**src/angc_pkg.sv**
```systemverilog
// Package: offsets, field positions, reset values and enumerations for the next-page/gig config slice
package angc_pkg;
    // ==========================================
    // Register indices and byte addresses
    localparam logic [3:0]  IDX_NP_TX      = 4'h7;   // Transmit next page
    localparam logic [3:0]  IDX_NP_RX      = 4'h8;   // Received next page
    localparam logic [3:0]  IDX_GIG_CFG    = 4'h9;   // Gigabit base config
    localparam logic [3:0]  IDX_CTRL       = 4'hc;   // Local control / strap view
    localparam logic [3:0]  IDX_STAT       = 4'hd;   // Page received status
    localparam int          ADDR_LSB       = 2;      // Word aligned
    // ==========================================
    // Reset values
    localparam logic [15:0] NP_TX_RST      = 16'h2001;
    localparam logic [15:0] NP_RX_RST      = 16'h2001;
    localparam logic [15:0] GIG_CFG_RST    = 16'h0300;
    // ==========================================
    // Field positions, next-page words
    localparam int          NP_MORE        = 15;
    localparam int          NP_ACK         = 14;
    localparam int          NP_MSG         = 13;
    localparam int          NP_ACK2        = 12;
    localparam int          NP_TOGGLE      = 11;
    localparam int          NP_PAY_HI      = 10;
    // Writable mask of the transmit word: bits 15,13,12,10..0
    localparam logic [15:0] NP_TX_WMASK    = 16'hb7ff;
    // ==========================================
    // Field positions, gigabit config
    localparam int          CFG_TEST_HI    = 15;
    localparam int          CFG_TEST_LO    = 13;
    localparam int          CFG_MAN_EN     = 12;
    localparam int          CFG_MAN_VAL    = 11;
    localparam int          CFG_PORT       = 10;
    localparam int          CFG_FD         = 9;
    localparam int          CFG_HD         = 8;
    localparam int          CFG_TDR        = 7;
    localparam logic [15:0] GIG_CFG_WMASK  = 16'hff80;
    // Asymmetric pause bit of base pages that seeds the toggles
    localparam int          BASE_ASYM      = 11;
    // ==========================================
    // Test mode encodings
    typedef enum logic [2:0] {
        ANGC_TM_NORMAL  = 3'h0,
        ANGC_TM_WAVE    = 3'h1,
        ANGC_TM_JIT_M   = 3'h2,
        ANGC_TM_JIT_S   = 3'h3,
        ANGC_TM_DIST    = 3'h4,
        ANGC_TM_IDLES   = 3'h5,
        ANGC_TM_P0001   = 3'h6,
        ANGC_TM_PULSE63 = 3'h7
    } angc_test_t;
    // One-hot state of the diagnostic launcher
    typedef enum logic [1:0] {
        ANGC_DG_IDLE = 2'b01,
        ANGC_DG_WAIT = 2'b10
    } angc_diag_t;
endpackage

```
**src/angc_sync.sv**
```systemverilog
// Two-flop synchroniser for inputs from outside the clock domain
`timescale 1ns/1ps
`default_nettype none
module angc_sync #(
    parameter int W = 1                  // Bits to synchronise
) (
    input  wire logic         clk,       // Core clock
    input  wire logic         nrst,      // Async reset, active low
    input  wire logic [W-1:0] d,         // Asynchronous input
    output var  logic [W-1:0] q          // Synchronised output
);
    logic [W-1:0] meta_q;                // First stage, read only by second

    // ==========================================
    // Two stages; first is read by nothing else
    always_ff @(posedge clk or negedge nrst) begin
        if (!nrst) begin
            meta_q <= '0;
            q      <= '0;
        end else begin
            meta_q <= d;
            q      <= meta_q;
        end
    end
endmodule
`default_nettype wire

```
**src/angc_regs.sv**
```systemverilog
// Next-page transmit/receive and gigabit config register slice with APB slave
`timescale 1ns/1ps
`default_nettype none
// Overview of operation
// - Transmit bit 15 requests further next pages
// - Transmit bit 13 message page, reset one
// - Transmit bit 12 sets second acknowledge
// - Transmit toggle read-only, flips, seeded inverted
// - Payload bits 10..0, reset one; rx read-only
// - Received bit 15 shows partner more pages
// - Received bit 14 shows partner acknowledge
// - Received bit 13 message page, reset one
// - Received bit 12 shows partner second ack
// - Received toggle flips, seeded inverted base
// - Test codes zero to four selected
// - Test codes five to seven selected
// - Bit 12 forces manual role
// - Bit 11 picks master or slave
// - Bit 10 declares multi-port device
// - Bit 9 advertises gig full duplex
// - Bit 8 advertises gig half duplex
// - Bit 7 runs cable diagnostic on linkdown
// - Local toggle seed is inverted asymmetric pause bit
// - Partner next pages land at index 8
// - Page received flag latches, clears on read
module angc_regs
    import angc_pkg::*;
#(
    parameter int AW = 12                       // APB address width
) (
    input  wire logic          clk,             // 50 MHz core clock
    input  wire logic          nrst,            // Async reset, active low
    // APB slave
    input  wire logic          psel,            // Select
    input  wire logic          penable,         // Access phase
    input  wire logic          pwrite,          // Write direction
    input  wire logic [AW-1:0] paddr,           // Byte address
    input  wire logic [31:0]   pwdata,          // Write data
    output var  logic          pready,          // Ready
    output var  logic [31:0]   prdata,          // Read data
    output var  logic          pslverr,         // Error on unmapped address
    // Negotiation core side (same clock)
    input  wire logic          np_sent,         // Pulse: transmit page sent
    input  wire logic          np_rx_valid,     // Pulse: partner page validated
    input  wire logic [15:0]   np_rx_word,      // Partner page word
    input  wire logic          np_seed,         // Pulse: new exchange, reseed toggles
    input  wire logic          local_asym_pause,// Local base-page bit 11
    input  wire logic          partner_asym_pause,// Partner base-page bit 11
    // Pins and straps (asynchronous)
    input  wire logic          strap_fd,        // Strap default for full duplex advert
    input  wire logic          strap_hd,        // Strap default for half duplex advert
    input  wire logic          link_up_pin,     // Link status from PMA
    // Outputs to PHY core
    output var  logic [15:0]   np_tx_word,      // Page presented to partner
    output var  logic [2:0]    test_mode,       // Test mode select
    output var  logic          manual_role_enable, // Force role
    output var  logic          manual_role_value,  // 1 master, 0 slave
    output var  logic          multi_port,      // Port type for role resolution
    output var  logic          gig_full_duplex_advert, // Advertise 1000 FD
    output var  logic          gig_half_duplex_advert, // Advertise 1000 HD
    output var  logic          diag_start       // Pulse: launch reflectometry
);
    // ==========================================
    // Storage
    logic [15:0] np_tx_q;                       // Writable part of transmit word
    logic        tx_toggle_q;                   // Transmit toggle
    logic [15:0] np_rx_q;                       // Received word
    logic [15:0] cfg_q;                         // Gigabit config
    logic        page_rx_q;                     // Latched-high page received
    logic        strap_done_q;                  // Straps applied once
    logic [1:0]  strap_s;                       // Synchronised straps
    logic        link_s;                        // Synchronised link status
    logic        link_prev_q;                   // Previous link state
    angc_diag_t  diag_q;                        // Diagnostic launcher state
    // Synchroniser fill tracking; straps are only trusted once both stages hold pin data
    logic [1:0]  settle_cnt_q;                  // Synchroniser fill counter
    logic        settle_q;                      // Straps now valid

    // ==========================================
    // Decode
    logic        wr_en;                         // Write takes effect
    logic        rd_en;                         // Read completes
    logic [3:0]  idx;                           // Word index
    logic        hit;                           // Mapped address
    logic        high_zero;                     // Upper address bits clear
    logic [15:0] rd_word;                       // Selected read word
    logic [15:0] tx_view;                       // Transmit word as read

    assign wr_en     = psel & penable & pwrite;
    assign rd_en     = psel & penable & ~pwrite;
    assign idx       = paddr[ADDR_LSB +: 4];
    assign high_zero = (paddr >> (ADDR_LSB + 4)) == '0;

    // Reserved bit 14 always reads zero
    always_comb begin
        tx_view            = np_tx_q & NP_TX_WMASK;
        tx_view[NP_TOGGLE] = tx_toggle_q;
    end

    // Read mux; unmapped gives zero plus error
    always_comb begin
        hit     = high_zero;
        rd_word = '0;
        unique case (idx)
            IDX_NP_TX:   rd_word = tx_view;
            IDX_NP_RX:   rd_word = np_rx_q;
            IDX_GIG_CFG: rd_word = cfg_q & GIG_CFG_WMASK;
            IDX_STAT:    rd_word = {15'h0000, page_rx_q};
            IDX_CTRL:    rd_word = {13'h0000, link_s, strap_s};
            default:     hit = 1'b0;
        endcase
        if (!high_zero) begin
            rd_word = '0;
        end
    end

    // ==========================================
    // Pin synchronisers
    angc_sync #(.W(3)) u_sync (
        .clk  (clk),
        .nrst (nrst),
        .d    ({link_up_pin, strap_fd, strap_hd}),
        .q    ({link_s, strap_s})
    );

    // ==========================================
    // APB answer: one wait state, registered outputs
    always_ff @(posedge clk or negedge nrst) begin
        if (!nrst) begin
            pready  <= 1'b0;
            prdata  <= '0;
            pslverr <= 1'b0;
        end else begin
            // Ready one cycle into the access phase, then drops
            pready  <= psel & penable & ~pready;
            pslverr <= psel & penable & ~pready & ~hit;
            if (psel & ~penable & ~pwrite) begin
                prdata <= {16'h0000, rd_word};
            end
        end
    end

    // Transfer completes on the edge where pready is seen high
    logic        done;                          // Completing edge
    assign done = psel & penable & pready;

    // ==========================================
    // Transmit next-page word
    always_ff @(posedge clk or negedge nrst) begin
        if (!nrst) begin
            np_tx_q <= NP_TX_RST;
        end else if (done && wr_en && hit && idx == IDX_NP_TX) begin
            // Only bits 15,13,12,10..0 take the write
            np_tx_q <= pwdata[15:0] & NP_TX_WMASK;
        end
    end

    // Transmit toggle: seeded from inverse of local asym pause
    always_ff @(posedge clk or negedge nrst) begin
        if (!nrst) begin
            tx_toggle_q <= 1'b0;
        end else if (np_seed) begin
            tx_toggle_q <= ~local_asym_pause;
        end else if (np_sent) begin
            tx_toggle_q <= ~tx_toggle_q;
        end
    end

    // ==========================================
    // Received next-page word, read-only to software
    always_ff @(posedge clk or negedge nrst) begin
        if (!nrst) begin
            np_rx_q <= NP_RX_RST;
        end else if (np_rx_valid) begin
            // Only a validated page is stored; toggle follows partner
            np_rx_q <= np_rx_word;
        end else if (np_seed) begin
            np_rx_q[NP_TOGGLE] <= ~partner_asym_pause;
        end
    end

    // Latched-high flag: set beats read clear
    always_ff @(posedge clk or negedge nrst) begin
        if (!nrst) begin
            page_rx_q <= 1'b0;
        end else if (np_rx_valid) begin
            page_rx_q <= 1'b1;
        end else if (done && rd_en && hit && idx == IDX_STAT) begin
            page_rx_q <= 1'b0;
        end
    end

    // ==========================================
    // Gigabit configuration; duplex defaults from straps after release
    always_ff @(posedge clk or negedge nrst) begin
        if (!nrst) begin
            cfg_q        <= GIG_CFG_RST;
            strap_done_q <= 1'b0;
        end else if (done && wr_en && hit && idx == IDX_GIG_CFG) begin
            cfg_q        <= pwdata[15:0] & GIG_CFG_WMASK;
            strap_done_q <= 1'b1;
        end else if (!strap_done_q) begin
            // Straps are sampled two flops late, so wait a settle count
            cfg_q[CFG_FD] <= strap_s[1];
            cfg_q[CFG_HD] <= strap_s[0];
            strap_done_q  <= link_prev_q | strap_done_q | settle_q;
        end
    end

    // Settle marker: straps valid once the synchroniser has filled
    always_ff @(posedge clk or negedge nrst) begin
        if (!nrst) begin
            settle_cnt_q <= 2'b00;
            settle_q     <= 1'b0;
        end else if (!settle_q) begin
            settle_cnt_q <= settle_cnt_q + 2'b01;
            settle_q     <= settle_cnt_q == 2'b10;
        end
    end

    // ==========================================
    // Core-facing outputs from flops
    always_ff @(posedge clk or negedge nrst) begin
        if (!nrst) begin
            np_tx_word             <= NP_TX_RST;
            test_mode              <= ANGC_TM_NORMAL;
            manual_role_enable     <= 1'b0;
            manual_role_value      <= 1'b0;
            multi_port             <= 1'b0;
            gig_full_duplex_advert <= 1'b1;
            gig_half_duplex_advert <= 1'b1;
        end else begin
            np_tx_word             <= tx_view;
            test_mode              <= cfg_q[CFG_TEST_HI:CFG_TEST_LO];
            manual_role_enable     <= cfg_q[CFG_MAN_EN];
            manual_role_value      <= cfg_q[CFG_MAN_VAL];
            multi_port             <= cfg_q[CFG_PORT];
            gig_full_duplex_advert <= cfg_q[CFG_FD];
            gig_half_duplex_advert <= cfg_q[CFG_HD];
        end
    end

    // ==========================================
    // Link-down detector and diagnostic launcher
    always_ff @(posedge clk or negedge nrst) begin
        if (!nrst) begin
            link_prev_q <= 1'b0;
        end else begin
            link_prev_q <= link_s;
        end
    end

    // One pulse per link-down; re-armed only after link returns
    always_ff @(posedge clk or negedge nrst) begin
        if (!nrst) begin
            diag_q     <= ANGC_DG_IDLE;
            diag_start <= 1'b0;
        end else begin
            diag_start <= 1'b0;
            unique case (diag_q)
                ANGC_DG_IDLE: begin
                    if (link_prev_q && !link_s && cfg_q[CFG_TDR]) begin
                        diag_start <= 1'b1;
                        diag_q     <= ANGC_DG_WAIT;
                    end
                end
                ANGC_DG_WAIT: begin
                    if (link_s) begin
                        diag_q <= ANGC_DG_IDLE;
                    end
                end
                default: diag_q <= ANGC_DG_IDLE;
            endcase
        end
    end
endmodule
`default_nettype wire

```
**config.mk**
```make
export PLATFORM = sky130hd
export DESIGN_NAME = angc_regs
export DESIGN_NICKNAME = d
export VERILOG_FILES = /design/src/angc_pkg.sv /design/src/angc_sync.sv /design/src/angc_regs.sv
export SDC_FILE = /design/constraint.sdc
export NUM_CORES = 1
export LEC_CHECK = 0
export BUFFER_PORTS_ARGS = -buffer_cell sky130_fd_sc_hd__buf_2
export CORE_MARGIN = 2
export CORE_UTILIZATION = 53
export CTS_CLUSTER_DIAMETER = 120
export DETAILED_ROUTE_END_ITERATION = 10
export PLACE_DENSITY = 0.83
export SLEW_MARGIN = 5
export SYNTH_ARGS = -nofsm -noshare
export SYNTH_HDL_FRONTEND = slang
export SYNTH_SLANG_ARGS = --single-unit
```
**constraint.sdc**
```tcl
create_clock -name clk -period 3.1 [get_ports clk]
set_clock_uncertainty 0.2 [all_clocks]
set_input_delay 0.31 -clock clk [delete_from_list [all_inputs] [get_ports clk]]
set_output_delay 0.31 -clock clk [all_outputs]
set_load 0.03 [all_outputs]
```
==> reports/results.txt <==
Outcome -> finished, final reports clean
Crit path kind -> input pin to flop
Worst Hold Launch -> partner_asym_pause
Synth cell types -> 45
Vias per cell -> 5.01
Min Tclk post-route -> 2.15 ns
Crit. End Element -> flop
Critical-path cell list -> dlygate4sd3_1 -> buf_2 -> or3b_2 -> nor2_1 -> buf_4 -> a22o_1
CP max stage delay -> 0.71 ns
Layout Nets -> 482
Data required time of the critical path -> 3.19 ns
Hold WC Path Type -> input pin to flop
Reg2reg start -> pready$_DFF_PN0_
Fin. Hold Viols -> 0
Simple logic cell fraction of the synthesized area -> 8.58%
Pre-CTS WS -> 0.919 ns
Clock Sink Count -> 96
LEAKAGE -> 2.50 nW
Largest delay contributor family on the critical path -> buffers and inverters
Post-Synth XOR/XNOR Area -> 0.460%
# diodes -> 0
Hold depth -> 4
R2R depth -> 3
Area growth from synthesis to layout -> 28.2%
PD cells -> 460 nW/µm²
GRT Overall Usage -> 22.3%
Starting Density -> 55.4%
Largest net degree at the start of global routing -> 97
Peak supply drop -> 0.242 mV
Post-Synth Adder-Cell Area -> 0.329%
Worst EP arrival -> 2.24 ns
Die width -> 88.7 µm
Synth warn -> 0
Post-synthesis compound-gate area fraction -> 7.89%
Max cap viols -> 0
Synth Register Bits -> 96
Max Slew Vio Count -> 0
DRC viols -> 0
WP buf/inv -> 3
R2r endpoint -> cfg_q[14]$_DFFE_PN0P_
Post-synthesis area per instance -> 14.0 µm²
DP HPWL -> 5060 µm
RSZ-0062 raised after global routing -> false
Slowest-stage cell, CP -> or3b_2
Port bufs -> 96
Cell Rows -> 30
Worst setup margin -> 0.950 ns
Core footprint -> 6870 µm²
Top Ports -> 132
Worst-Margin Slew -> 0.528 ns
Die H -> 88.7 µm
Die ar. -> 7870 µm²
CP Max Fanout -> 22
Setup TNS -> 0 ns
Multiplexer area fraction after synthesis -> 13.0%
Crit path launch type -> input pin
DR vias -> 2551
Max-slew headroom -> 64.8%
Cell Area, Synth -> 3800 µm²
WL/cell -> 16.2 µm
Final core utilization -> 71.0%
TritonCTS clock tree -> built
CTS Buffer Depth -> 2
Initial DRC Count -> 97
CP startpoint -> penable
Fin crit share -> 69.4%
Final ANT Viol Nets -> 0
H-tree depth -> 3
First-pass GRT wire length -> 12800 µm
Setup violators final -> 0
Num CTS Buffers -> 9
Vias in the first global route -> 2677
DR pass1 iterations -> 4
Final RePlAce weighted congestion -> 0.739
Sequential area share after synthesis -> 63.5%
Clk_lat worst skew -> 0.37 ns
Antenna violations before repair -> 0
Largest family of logic cells by synthesized area -> multiplexers
Clock Tree Root -> clkbuf_8
Post-synthesis cell count -> 271
WHS -> 0.0601 ns
Global route overflow -> 0
Layout cell share with drive strength beyond 1 -> 40.7%
Clk pin slew, worst setup/hold paths -> 0.08 ns
Drt total wl -> 8250 µm
Flop-to-flop setup slack -> 1.31 ns
WHS Endpoint -> np_rx_q[11]$_DFFE_PN0P_
Fmax -> 0.465 GHz
-- sequential cells by signal, indices dropped and copies added, names as in the netlist, 2 cells and up --
signal	flops
cfg_q	9
diag_q	2
np_rx_q	16
np_tx_q	14
np_tx_word	15
prdata	16
settle_cnt_q	2
test_mode	3
u_sync.meta_q	3
u_sync.q	3
-- how the worst max path moves through the flow --
| stage | cells past startpoint | end | slack (ns) |
|---|---|---|---|
| 2_1_floorplan | 5 | np_tx_q[10]$_DFFE_PN0P_ | 1.24 |
| 3_3_place_gp | 4 | cfg_q[14]$_DFFE_PN0P_ | 0.94 |
| 3_5_place_dp | 4 | cfg_q[14]$_DFFE_PN0P_ | 0.92 |
| 4_1_cts | 6 | prdata[11]$_DFFE_PN0P_ | 0.97 |
| 5_1_grt | 6 | prdata[13]$_DFFE_PN0P_ | 0.88 |
| 6_report | 6 | prdata[11]$_DFFE_PN0P_ | 0.95 |
-- timing repair --
item | in CTS | in global routing
endpoints found under the hold margin | 47 | 0
gates resized for setup | 0 | 0
setup buffers | 0 | 0
hold buffers | 40 | 0
-- per-stage QoR --
stage / power, mW / cells / area (µm²)
after detailed placement: 1.49 / 452 / 4280
after floorplan: 1.42 / 287 / 3860
final: 2.24 / 509 / 4880
after global placement: 1.48 / 452 / 4280
after CTS: 2.25 / 508 / 4850
after global routing: 2.33 / 509 / 4880
-- worst min-delay path, cell delays in order --
cell and delay, ns:
buf_2 0.08, nand2_1 0.05, o21ai_0 0.06, o21ai_0 0.08
-- per-layer routing --
metal,part of all wire [%],GRT usage (%),vias up
met5,0,0,-
met4,2.5,10.2,0
met3,5.4,5.97,18
met2,50,37.0,93
met1,42,27.5,1245
li1,-,-,1195
-- report_power, final --
part           switching [mW]  total (mW)  internal (mW)  leakage [nW]
Sequential             0.0160        1.30           1.28          1.22
Combinational           0.113       0.209         0.0957          1.19
Clock                   0.419       0.734          0.316        0.0830
-- Yosys cell counts (all sizes together) --
master,instances,area share [%]
dfrtp,85,56
mux2,36,12
nand2,30,3.0
buf,26,5.5
a22oi,14,2.8
a22o,11,2.5
dfstp,11,7.6
nor2,8,0.79
mux2i,5,1.3
clkbuf,4,0.39
o31ai,4,0.79
a21oi,3,0.39
inv,3,0.30
o21ai,3,0.39
and4,2,0.53
nand2b,2,0.33
nand3b,2,0.39
a21o,1,0.20
a221o,1,0.26
and2,1,0.16
and4b,1,0.26
and4bb,1,0.33
conb,1,0.099
ha,1,0.33
nand3,1,0.13
nand4,1,0.33
nor2b,1,0.16
nor3,1,0.13
nor3b,1,0.20
nor4,1,0.56
nor4b,1,0.39
nor4bb,1,0.26
o211ai,1,0.33
o41ai,1,0.23
or2,1,0.16
or3b,1,0.23
or4b,1,0.26
xnor2,1,0.23
xor2,1,0.23
-- cells in the final DEF, fill, tap and decap left out, types with 2 or more instances in the layout --
master,instances
buf_2,95
dfrtp_1,85
dlygate4sd3_1,40
nand2_1,30
mux2_2,25
conb_1,17
a22oi_1,14
a22o_1,11
dfstp_2,11
mux2_4,10
clkbuf_8,10
nor2_1,8
mux2i_1,5
o31ai_1,4
buf_4,4
inv_1,3
a21oi_1,3
o21ai_0,3
nand3b_1,2
nand2b_1,2
clkbuf_1,2
clkinvlp_4,2
-- logic make-up after synthesis --
kind of cell | after synthesis
fa+ha+maj | 1
mux | 41
compound gates | 39
xor+xnor | 2
other cells | 1
simple gates | 58
flops | 96
buf+inv | 33
-- cell type report --
class | count | area, µm²
Sequential cell | 96 | 2420
Fill cell | 491 | 1990
Tap cell | 96 | 120
Inverter | 3 | 11.3
Timing Repair Buffer | 140 | 933
Clock buffer | 12 | 145
Multi-Input combinational cell | 158 | 1220
Clock inverter | 4 | 28.8
No activity file was read; power rests on OpenSTA's default activity.
